## config.mk

```make
export PLATFORM = sky130hd
export DESIGN_NAME = encoder_parameter_command_unit
export DESIGN_NICKNAME = d
export VERILOG_FILES = /design/src/encoder_parameter_command_unit.v /design/src/rs485_byte_tx.v
export VERILOG_INCLUDE_DIRS = /design/src
export SDC_FILE = /design/constraint.sdc
export NUM_CORES = 2
export LEC_CHECK = 0
export ABC_AREA = 0
export BUFFER_PORTS_ARGS = -buffer_cell sky130_fd_sc_hd__buf_2
export CORE_MARGIN = 4
export CORE_UTILIZATION = 50
export CTS_BUF_LIST = sky130_fd_sc_hd__clkbuf_4 sky130_fd_sc_hd__clkbuf_8
export CTS_CLUSTER_DIAMETER = 30
export DETAILED_ROUTE_END_ITERATION = 12
export GPL_TIMING_DRIVEN = 0
export HOLD_SLACK_MARGIN = 0.03
export PLACE_DENSITY_LB_ADDON = 0.12
export SYNTH_ARGS = -nofsm -noshare
export SYNTH_HDL_FRONTEND = slang
export SYNTH_HIERARCHICAL = 1
export SYNTH_SLANG_ARGS = --single-unit
export TNS_END_PERCENT = 20
```

## constraint.sdc

```tcl
create_clock -name core_clk -period 7.95 [get_ports core_clk]
set_input_delay 0.795 -clock core_clk [delete_from_list [all_inputs] [get_ports core_clk]]
set_output_delay 0.795 -clock core_clk [all_outputs]
set_load 0.005 [all_outputs]
```

## src/param_cmd_map.vh

```
// Command codes, status codes, reset values and timing for the parameter command unit
`ifndef PARAM_CMD_MAP_VH
`define PARAM_CMD_MAP_VH

`define CLK_HZ 50000000
`define BAUD_RATE 9600
`define BIT_CYCLES (`CLK_HZ / `BAUD_RATE)

`define CMD_READ_POS 8'h42
`define CMD_SET_POS 8'h43
`define CMD_READ_DATA 8'h4A
`define CMD_STORE_DATA 8'h4B
`define CMD_FIELD_STATUS 8'h4C
`define CMD_CREATE_FIELD 8'h4D
`define CMD_FREE_MEM 8'h4E
`define CMD_CHANGE_CODE 8'h4F
`define CMD_READ_STATUS 8'h50
`define CMD_TYPE_LABEL 8'h52
`define CMD_ENC_RESET 8'h53
`define CMD_SET_ADDR 8'h55
`define CMD_SERIAL 8'h56
`define CMD_CFG_IFACE 8'h57

`define ARGS_UNKNOWN 4'hF
`define FRAME_OVERHEAD 4'h3
`define RX_BUF_BYTES 8
`define ERR_FLAG 8'h80
`define PROT_BIT 7
`define CODE0_FIELD 8'hFF

`define ST_OK 8'h00
`define ST_INIT_BASE 8'h01
`define ST_WATCHDOG 8'h07
`define ST_PARITY 8'h09
`define ST_CHECKSUM 8'h0A
`define ST_UNKNOWN 8'h0B
`define ST_COUNT 8'h0C
`define ST_ARG 8'h0D
`define ST_PROTECT 8'h0E
`define ST_ACCESS 8'h0F
`define ST_RESIZE 8'h10
`define ST_ADDR 8'h11
`define ST_MISSING 8'h12
`define ST_ANALOG_MON 8'h1C
`define ST_CURRENT 8'h1D
`define ST_TEMP 8'h1E
`define ST_SPEED 8'h1F
`define ST_SINGLETURN 8'h20
`define ST_MT_BASE 8'h21

`define RST_NODE_ADDR 8'h40
`define RST_IFACE_MODE 8'hE4
`define RST_CODE0 8'h55
`define POS_BITS 27

`endif

```

## src/encoder_parameter_command_unit.v

```verilog
// Command interpreter of the encoder parameter channel
`include "param_cmd_map.vh"
module encoder_parameter_command_unit #(
    parameter BIT_CYCLES = `BIT_CYCLES,
    parameter NUM_FIELDS = 8,
    parameter FIELD_BYTES = 16,
    // Arbitrary identification values
    parameter [7:0] MODEL_ID = 8'h5A,
    parameter [31:0] SERIAL_NO = 32'h00000001,
    parameter [7:0] PROG_VERSION = 8'h01
) (
    input wire core_clk,
    input wire rst,
    input wire rx_valid,
    input wire [7:0] rx_data,
    input wire rx_parity_err,
    input wire rx_end,
    input wire [26:0] raw_position,
    input wire [5:0] init_fault,
    input wire watchdog_reset,
    input wire speed_high,
    input wire singleturn_bad,
    input wire [2:0] multiturn_fault,
    input wire analog_mon_fault,
    input wire current_fault,
    input wire temp_fault,
    output wire line_out,
    output wire line_oe,
    output reg [7:0] fault_code,
    output reg [7:0] node_addr,
    output reg [7:0] iface_mode,
    output reg busy
);
    localparam FW = $clog2(NUM_FIELDS);
    localparam OW = $clog2(FIELD_BYTES);
    localparam [1:0] S_RX = 2'h0;
    localparam [1:0] S_EXEC = 2'h1;
    localparam [1:0] S_TX = 2'h2;

    reg [1:0] state;
    reg [7:0] rxb [0:`RX_BUF_BYTES-1];
    reg [7:0] txb [0:`RX_BUF_BYTES-1];
    reg [3:0] rx_cnt;
    reg [7:0] rx_xor;
    reg rx_par;
    reg [3:0] tx_len;
    reg [3:0] tx_idx;
    reg [7:0] tx_xor;
    reg tx_go;
    reg [7:0] tx_byte;
    reg [7:0] code0;
    reg [26:0] pos_offset;
    reg [7:0] mem [0:NUM_FIELDS*FIELD_BYTES-1];
    reg [7:0] fld_size [0:NUM_FIELDS-1];
    reg [7:0] fld_code [0:NUM_FIELDS-1];
    reg [NUM_FIELDS-1:0] fld_exist;
    reg [7:0] err;
    reg [7:0] free_bytes;
    reg [7:0] hw_code;
    wire tx_busy;
    integer i;

    wire [7:0] cmd = rxb[1];
    wire [FW-1:0] fld = rxb[2][FW-1:0];
    wire fld_ok = rxb[2] < NUM_FIELDS;
    wire [FW+OW-1:0] mem_idx = {fld, rxb[3][OW-1:0]};
    wire addressed = rxb[0] == node_addr;
    wire [26:0] position = raw_position + pos_offset;
    wire [26:0] new_pos = {rxb[2][2:0], rxb[3], rxb[4], rxb[5]};

    // Number of argument bytes between command and checksum
    function [3:0] arg_count;
        input [7:0] c;
        begin
            case (c)
                `CMD_READ_POS, `CMD_FREE_MEM, `CMD_READ_STATUS: arg_count = 4'h0;
                `CMD_TYPE_LABEL, `CMD_ENC_RESET, `CMD_SERIAL: arg_count = 4'h0;
                `CMD_SET_POS: arg_count = 4'h5;
                `CMD_READ_DATA, `CMD_CREATE_FIELD, `CMD_CHANGE_CODE: arg_count = 4'h3;
                `CMD_STORE_DATA: arg_count = 4'h4;
                `CMD_FIELD_STATUS: arg_count = 4'h1;
                `CMD_SET_ADDR, `CMD_CFG_IFACE: arg_count = 4'h2;
                default: arg_count = `ARGS_UNKNOWN;
            endcase
        end
    endfunction

    // Fault inputs to status code, priority init, watchdog, speed, singleturn, multiturn, analog monitor, current, temp
    always @* begin
        hw_code = `ST_OK;
        if (temp_fault) hw_code = `ST_TEMP;
        if (current_fault) hw_code = `ST_CURRENT;
        if (analog_mon_fault) hw_code = `ST_ANALOG_MON;
        for (i = 2; i >= 0; i = i - 1) begin
            if (multiturn_fault[i]) hw_code = `ST_MT_BASE + i[7:0];
        end
        if (singleturn_bad) hw_code = `ST_SINGLETURN;
        if (speed_high) hw_code = `ST_SPEED;
        if (watchdog_reset) hw_code = `ST_WATCHDOG;
        for (i = 5; i >= 0; i = i - 1) begin
            if (init_fault[i]) hw_code = `ST_INIT_BASE + i[7:0];
        end
    end

    always @* begin
        free_bytes = 8'h00;
        for (i = 0; i < NUM_FIELDS; i = i + 1) begin
            if (!fld_exist[i]) free_bytes = free_bytes + FIELD_BYTES[7:0];
        end
    end

    // Frame and command checks
    always @* begin
        err = `ST_OK;
        if (rx_par) err = `ST_PARITY;
        else if (arg_count(cmd) == `ARGS_UNKNOWN) err = `ST_UNKNOWN;
        else if (rx_cnt != arg_count(cmd) + `FRAME_OVERHEAD) err = `ST_COUNT;
        else if (rx_xor != 8'h00) err = `ST_CHECKSUM;
        else begin
            case (cmd)
                `CMD_SET_POS: if (rxb[6] != code0) err = `ST_ACCESS;
                `CMD_SET_ADDR, `CMD_CFG_IFACE: if (rxb[3] != code0) err = `ST_ACCESS;
                `CMD_READ_DATA, `CMD_STORE_DATA, `CMD_FIELD_STATUS, `CMD_CREATE_FIELD, `CMD_CHANGE_CODE: begin
                    if (cmd == `CMD_CHANGE_CODE && rxb[2] == `CODE0_FIELD) begin
                        if (rxb[3] != code0) err = `ST_ACCESS;
                    end else if (!fld_ok) err = `ST_ARG;
                    else if (cmd == `CMD_CREATE_FIELD) begin
                        if (fld_exist[fld]) err = `ST_RESIZE;
                        else if (rxb[3][6:0] == 7'h00 || rxb[3][6:0] > FIELD_BYTES) err = `ST_ARG;
                    end else if (!fld_exist[fld]) err = `ST_MISSING;
                    else if (cmd == `CMD_CHANGE_CODE && rxb[3] != fld_code[fld]) err = `ST_ACCESS;
                    else if ((cmd == `CMD_READ_DATA || cmd == `CMD_STORE_DATA) && rxb[4] != fld_code[fld])
                        err = `ST_ACCESS;
                    else if ((cmd == `CMD_READ_DATA || cmd == `CMD_STORE_DATA) && rxb[3] >= fld_size[fld][6:0])
                        err = `ST_ADDR;
                    else if (cmd == `CMD_STORE_DATA && fld_size[fld][`PROT_BIT]) err = `ST_PROTECT;
                end
                default: err = `ST_OK;
            endcase
        end
    end

    // latest fault held, set wins over clear
    always @(posedge core_clk) begin
        if (rst) begin
            fault_code <= `ST_OK;
        end else if (hw_code != `ST_OK) begin
            fault_code <= hw_code;
        end else if (state == S_EXEC && addressed && err != `ST_OK) begin
            fault_code <= err;
        end else if (state == S_EXEC && addressed && cmd == `CMD_ENC_RESET) begin
            fault_code <= `ST_OK;
        end
    end

    always @(posedge core_clk) begin
        tx_go <= 1'b0;
        if (rst) begin
            state <= S_RX;
            rx_cnt <= 4'h0;
            rx_xor <= 8'h00;
            rx_par <= 1'b0;
            tx_len <= 4'h0;
            tx_idx <= 4'h0;
            tx_xor <= 8'h00;
            tx_byte <= 8'h00;
            code0 <= `RST_CODE0;
            pos_offset <= 27'h0;
            fld_exist <= {NUM_FIELDS{1'b0}};
            node_addr <= `RST_NODE_ADDR;
            iface_mode <= `RST_IFACE_MODE;
            busy <= 1'b0;
        end else begin
            case (state)
                S_RX: begin
                    if (rx_valid) begin
                        if (rx_cnt < `RX_BUF_BYTES) rxb[rx_cnt[2:0]] <= rx_data;
                        if (rx_cnt != 4'hF) rx_cnt <= rx_cnt + 4'h1;
                        rx_xor <= rx_xor ^ rx_data;
                        rx_par <= rx_par | rx_parity_err;
                    end else if (rx_end && rx_cnt != 4'h0) begin
                        state <= S_EXEC;
                        busy <= 1'b1;
                    end
                end
                S_EXEC: begin
                    txb[0] <= node_addr;
                    txb[1] <= (err != `ST_OK) ? (cmd | `ERR_FLAG) : cmd;
                    tx_len <= 4'h2;
                    if (err != `ST_OK) begin
                        txb[2] <= err;
                        tx_len <= 4'h3;
                    end else begin
                        case (cmd)
                            `CMD_READ_POS: begin
                                txb[2] <= {5'h00, position[26:24]};
                                txb[3] <= position[23:16];
                                txb[4] <= position[15:8];
                                txb[5] <= position[7:0];
                                tx_len <= 4'h6;
                            end
                            `CMD_SET_POS: pos_offset <= new_pos - raw_position;
                            `CMD_READ_DATA: begin
                                txb[2] <= mem[mem_idx];
                                tx_len <= 4'h3;
                            end
                            `CMD_STORE_DATA: mem[mem_idx] <= rxb[5];
                            `CMD_FIELD_STATUS: begin
                                txb[2] <= fld_size[fld];
                                tx_len <= 4'h3;
                            end
                            `CMD_CREATE_FIELD: begin
                                fld_exist[fld] <= 1'b1;
                                fld_size[fld] <= rxb[3];
                                fld_code[fld] <= rxb[4];
                            end
                            `CMD_FREE_MEM: begin
                                txb[2] <= free_bytes;
                                tx_len <= 4'h3;
                            end
                            `CMD_CHANGE_CODE: begin
                                if (rxb[2] == `CODE0_FIELD) code0 <= rxb[4];
                                else fld_code[fld] <= rxb[4];
                            end
                            `CMD_READ_STATUS: begin
                                txb[2] <= fault_code;
                                tx_len <= 4'h3;
                            end
                            `CMD_TYPE_LABEL: begin
                                txb[2] <= MODEL_ID;
                                tx_len <= 4'h3;
                            end
                            `CMD_SET_ADDR: node_addr <= rxb[2];
                            `CMD_SERIAL: begin
                                txb[2] <= SERIAL_NO[31:24];
                                txb[3] <= SERIAL_NO[23:16];
                                txb[4] <= SERIAL_NO[15:8];
                                txb[5] <= SERIAL_NO[7:0];
                                txb[6] <= PROG_VERSION;
                                tx_len <= 4'h7;
                            end
                            `CMD_CFG_IFACE: iface_mode <= rxb[2];
                            default: tx_len <= 4'h2;
                        endcase
                    end
                    rx_cnt <= 4'h0;
                    rx_xor <= 8'h00;
                    rx_par <= 1'b0;
                    tx_idx <= 4'h0;
                    tx_xor <= 8'h00;
                    if (addressed) begin
                        state <= S_TX;
                    end else begin
                        state <= S_RX;
                        busy <= 1'b0;
                    end
                end
                S_TX: begin
                    if (!tx_busy && !tx_go) begin
                        if (tx_idx < tx_len) begin
                            tx_byte <= txb[tx_idx[2:0]];
                            tx_xor <= tx_xor ^ txb[tx_idx[2:0]];
                            tx_go <= 1'b1;
                            tx_idx <= tx_idx + 4'h1;
                        end else if (tx_idx == tx_len) begin
                            tx_byte <= tx_xor;
                            tx_go <= 1'b1;
                            tx_idx <= tx_idx + 4'h1;
                        end else begin
                            state <= S_RX;
                            busy <= 1'b0;
                        end
                    end
                end
                default: state <= S_RX;
            endcase
        end
    end

    rs485_byte_tx #(
        .BIT_CYCLES(BIT_CYCLES)
    ) u_tx (
        .core_clk(core_clk),
        .rst(rst),
        .go(tx_go),
        .data(tx_byte),
        .line_out(line_out),
        .line_oe(line_oe),
        .busy(tx_busy)
    );
endmodule // encoder_parameter_command_unit

```

## src/rs485_byte_tx.v

```verilog
// Serialises one byte with even parity onto the half-duplex line and drives its enable
`include "param_cmd_map.vh"
module rs485_byte_tx #(
    parameter BIT_CYCLES = `BIT_CYCLES
) (
    input wire core_clk,
    input wire rst,
    input wire go,
    input wire [7:0] data,
    output reg line_out,
    output reg line_oe,
    output reg busy
);
    reg [10:0] shift;
    reg [3:0] bits_left;
    reg [31:0] bit_cnt;

    always @(posedge core_clk) begin
        if (rst) begin
            shift <= 11'h7FF;
            bits_left <= 4'h0;
            bit_cnt <= 32'h0;
            line_out <= 1'b1;
            line_oe <= 1'b0;
            busy <= 1'b0;
        end else if (!busy) begin
            line_oe <= 1'b0;
            line_out <= 1'b1;
            if (go) begin
                // Stop, even parity, data LSB first, start
                shift <= {1'b1, ^data, data, 1'b0};
                bits_left <= 4'hB;
                bit_cnt <= 32'h0;
                busy <= 1'b1;
            end
        end else begin
            line_oe <= 1'b1;
            line_out <= shift[0];
            if (bit_cnt == BIT_CYCLES - 1) begin
                bit_cnt <= 32'h0;
                shift <= {1'b1, shift[10:1]};
                bits_left <= bits_left - 4'h1;
                if (bits_left == 4'h1) begin
                    busy <= 1'b0;
                end
            end else begin
                bit_cnt <= bit_cnt + 32'h1;
            end
        end
    end
endmodule // rs485_byte_tx

```

==> flow_summary.ini <==
[global_route]
grt_pass1_vias = 39200
grt.total_usage = 0.349
grt_pass1_wl_um = 296000
grt_start_max_net_pins = 35
antenna_found_initial = 17
grt_overflow_total = 0

[sta]
finalHoldViolCount = 0
fin_crit_sh = 1.06
slew_viol_final = 197
max_slew.worst_pin.slew_ns = 1.66
max_clock_freq_ghz = 0.119
setup_viol = 110
clock_skew_ns = 0.105
rsz0062_at_grt = true
hold-worst-slack_ns = 0.210
finalCriticalPeriod_ns = 8.44
maxSlewHeadroom = -0.106
fin_ws_ns = -0.488

[worst_setup_path]
cpMaxStageDelayCell = clkbuf_1
path_common_cell = clkbuf_1
critPathCaptureType = flop
reg2reg_from = rxb[3][2]
critPathLaunchType = flop
path_cells = clkbuf_1 > or3_1 > clkbuf_1 > clkbuf_1 > buf_1 > clkbuf_1 > o22ai_1 > nor4_1 > nand2_1 > o41ai_1 > mux4_2 > nor2_1 > nor3_1 > o21ai_0 > o211ai_1
max_stage_delay_ns = 1.17
worst-r2r-setup-slack_ns = -0.49
crit_arrival_ns = 9.18
critPathRequiredTime_ns = 8.69
crit_fanout = 11
reg2reg_to = txb[2][1]
worstSetupPathType = reg -> reg
r2r_cells = 15

[synthesis]
ys_seq_area_frac = 0.702
yosysWarnings = 6
synth_edf_count = 1240
synthDistinctLibCells = 98
postSynth.asyncResetShare = 0
syn-mean-instance-area_um2 = 14.3
ys_ff_latch = 1413
syn_area_um2 = 58000
syn_inst = 4055
dominantRegCellSynth = edfxtp_1

[hold_path]
hp-start = raw_position[0]
hp-class = in -> reg
min_path_cells = 3
worstHoldEndpoint = pos_offset[0]

[clock_network]
numCtsBuffers = 308
clk_path_buf_depth = 4
clk_pin_slew_ns = 0.06
cts_tree = done
ctsHtreeMaxLevel = 5
clkSinkCount = 1413
clock_latency_ns = 1.02
cts-root-buf = clkbuf_8

[layout]
final_net_count = 4627
multi_input_area_um2 = 16300
seq_area_um2 = 40700
utilization = 0.594
drive_gt1_frac = 0.187
stdcell_count = 6224
area_delta_synth_final_pct = 17.6
nFillCells = 8996

[drt]
ant_nets = 0
drt-vias-per-instance = 6.68
routedWlPerCell_um = 34.7
routed_wl_um = 216000
vias = 41600
first_pass_iters = 11
drt_iter0_markers = 6409
drc = 1

[status]
violations = DRC, capacitance limit, slew limit, setup timing
status = finished with violations

[floorplanning]
initial_core_util = 0.505
io_pins = 82
fp.dieH_um = 349
num_rows = 124
dieArea_um2 = 121000
die-width_um = 349
core_area_um2 = 115000

[placed_design]
dp_cells = 5687
portBuffers = 78
place_congestion = 0.971
hpwl_um = 141000

[pwr]
switchingPower_mw = 3.58
power_per_cell_area_nw_per_um2 = 245
sequentialPowerShare = 0.478
p_sw_frac = 0.214
combPwrFrac = 0.018
pwr-share-clk = 0.504
leakage_nw = 22.4
intPower_mw = 13.1
ir_worst_vdd_uv = 193

[run]
maxCapViolations = 19
## cell type report
class                   count  share of cell area
flip-flops and latches   1413               0.597
multi-input cells        2325               0.239
clock buffers             353              0.0679
well taps                1512              0.0277
clock inverters           171              0.0265
repair buffers            125              0.0220
plain buffers             228              0.0149
inverters                  89             0.00490
diodes                      8            0.000293
## sequential cells by signal, summed over array words and instances (netlist names), 6 cells and up, named ones only
name / cells
rx_xor: 8
fld_exist: 8
u_tx/bit_cnt: 32
code0: 8
fault_code: 6
mem: 1024
node_addr: 8
iface_mode: 8
pos_offset: 27
u_tx/shift: 10
tx_xor: 8
tx_byte: 8
fld_size: 64
txb: 48
fld_code: 64
rxb: 56
## synthesized netlist by cell type (all sizes together), types with 7 or more instances
master | n | area, um^2
a211oi | 34 | 268
a21o | 23 | 173
a21oi | 137 | 686
a221oi | 19 | 173
a22o | 13 | 114
a22oi | 190 | 1430
a31oi | 29 | 181
a41oi | 9 | 78.8
and2 | 18 | 113
and3 | 25 | 158
and4 | 9 | 81.3
buf | 76 | 372
clkbuf | 153 | 584
dfxtp | 173 | 3460
edfxtp | 1240 | 37200
ha | 80 | 1000
inv | 87 | 327
mux2 | 15 | 169
mux2i | 96 | 961
mux4 | 52 | 1170
nand2 | 142 | 536
nand2b | 29 | 181
nand3 | 51 | 268
nand3b | 10 | 75.1
nand4 | 73 | 523
nor2 | 342 | 1280
nor2b | 22 | 138
nor3 | 66 | 335
nor3b | 7 | 52.6
nor4 | 96 | 619
o211ai | 16 | 120
o21a | 20 | 150
o21ai | 99 | 503
o21bai | 9 | 67.6
o221ai | 14 | 123
o22a | 11 | 96.3
o22ai | 312 | 1950
o31ai | 11 | 82.6
o41ai | 8 | 70.1
or2 | 7 | 46.3
or3 | 43 | 275
or4 | 11 | 82.6
xnor2 | 66 | 578
xor2 | 43 | 377
## metal layers
layer  global-route usage  vias to the layer above  share of wire
met5                    0                        -        0.00055
met4                0.188                        6          0.061
met3                0.126                      712           0.14
met2                0.499                     3153           0.42
met1                0.469                    20600           0.37
li1                     -                    17100              -
## worst max-delay path: cells and delay by family (launching register included)
family / cells / cell delay, ns
AO/OA/AOI/OAI: 4 / 0.84
AND/OR/NAND/NOR: 5 / 1.75
multiplexers: 1 / 0.38
buffers and inverters: 5 / 4.54
flip-flops: 1 / 0.66
## cell families (layout without fill, tap and decap cells)
| family | Yosys count | after routing | share of synthesized area |
|---|---|---|---|
| buffers and inverters | 318 | 966 | 0.0222 |
| adders and majority gates | 82 | 82 | 0.0180 |
| xor gates and xnor gates | 109 | 109 | 0.0165 |
| other | 1 | 10 | 0.0000647 |
| DFF | 1413 | 1413 | 0.702 |
| and+or+nand+nor | 971 | 971 | 0.0856 |
| muxes | 163 | 163 | 0.0397 |
| AOI/OAI and AO/OA | 998 | 998 | 0.116 |
## how the worst max path moves through the flow
stage / start / end / slack (ns) / depth (start not counted)
6_report: rxb[3][2] / txb[2][1] / -0.49 / 15
3_5_place_dp: rxb[2][0] / mem[59][1] / -0.88 / 20
5_1_grt: rxb[2][0] / mem[98][2] / -0.06 / 17
4_1_cts: rxb[2][0] / mem[123][0] / 0.04 / 20
3_3_place_gp: rxb[2][0] / mem[115][4] / -1.50 / 20
2_1_floorplan: rxb[2][0] / fld_code[6][0] / 2.38 / 19
## cells in the final DEF, fill, tap and decap left out, types with 36 or more instances in the layout
cell and instances:
nor3_1 61, buf_2 113, xnor2_1 66, nor2_1 266
ha_1 80, mux2i_1 96, clkinv_1 45, o22ai_1 312
clkinv_2 55, xor2_1 43, nor4_1 92, a22oi_1 190
dfxtp_1 173, o21ai_0 96, edfxtp_1 1240, clkbuf_8 318
or3_1 41, mux4_2 52, bufinv_16 36, nor2_2 58
inv_1 87, clkbuf_4 36, clkbuf_1 115, nand4_1 68
nand3_1 50, a21oi_1 137, nand2_1 141
## per-stage QoR
step / TNS [ns] / setup slack [ns] / total power, mW / instance area (um^2)
global placement: -1149.52 / -1.50 / 8.44 / 60300
detailed placement: -455.92 / -0.884 / 8.44 / 61400
floorplan: 0 / 2.38 / 8.32 / 58000
CTS: 0 / 0.0403 / 16.7 / 68000
finish: -4.87 / -0.488 / 16.7 / 68200
global route: -0.905 / -0.0599 / 17.1 / 68200
## power by group through the flow
| stage | registers, mW | clock network [mW] | logic [mW] |
|---|---|---|---|
| after floorplan | 8.14 | 0 | 0.178 |
| after global placement | 8.15 | 0 | 0.292 |
| after detailed placement | 8.15 | 0 | 0.295 |
| after CTS | 8.00 | 8.42 | 0.297 |
| after global routing | 7.99 | 8.80 | 0.326 |
| final | 8.00 | 8.42 | 0.304 |
## what timing repair did
action | 4_1_cts | 5_1_grt
hold buffers | 1 | 0
pin swaps | 1 | 1
setup endpoints to repair | 1136 | 553
setup buffers | 2 | 2
resized for setup | 58 | 48
endpoints found under the hold margin | 1 | 0
(Power assumes the default switching activity.)
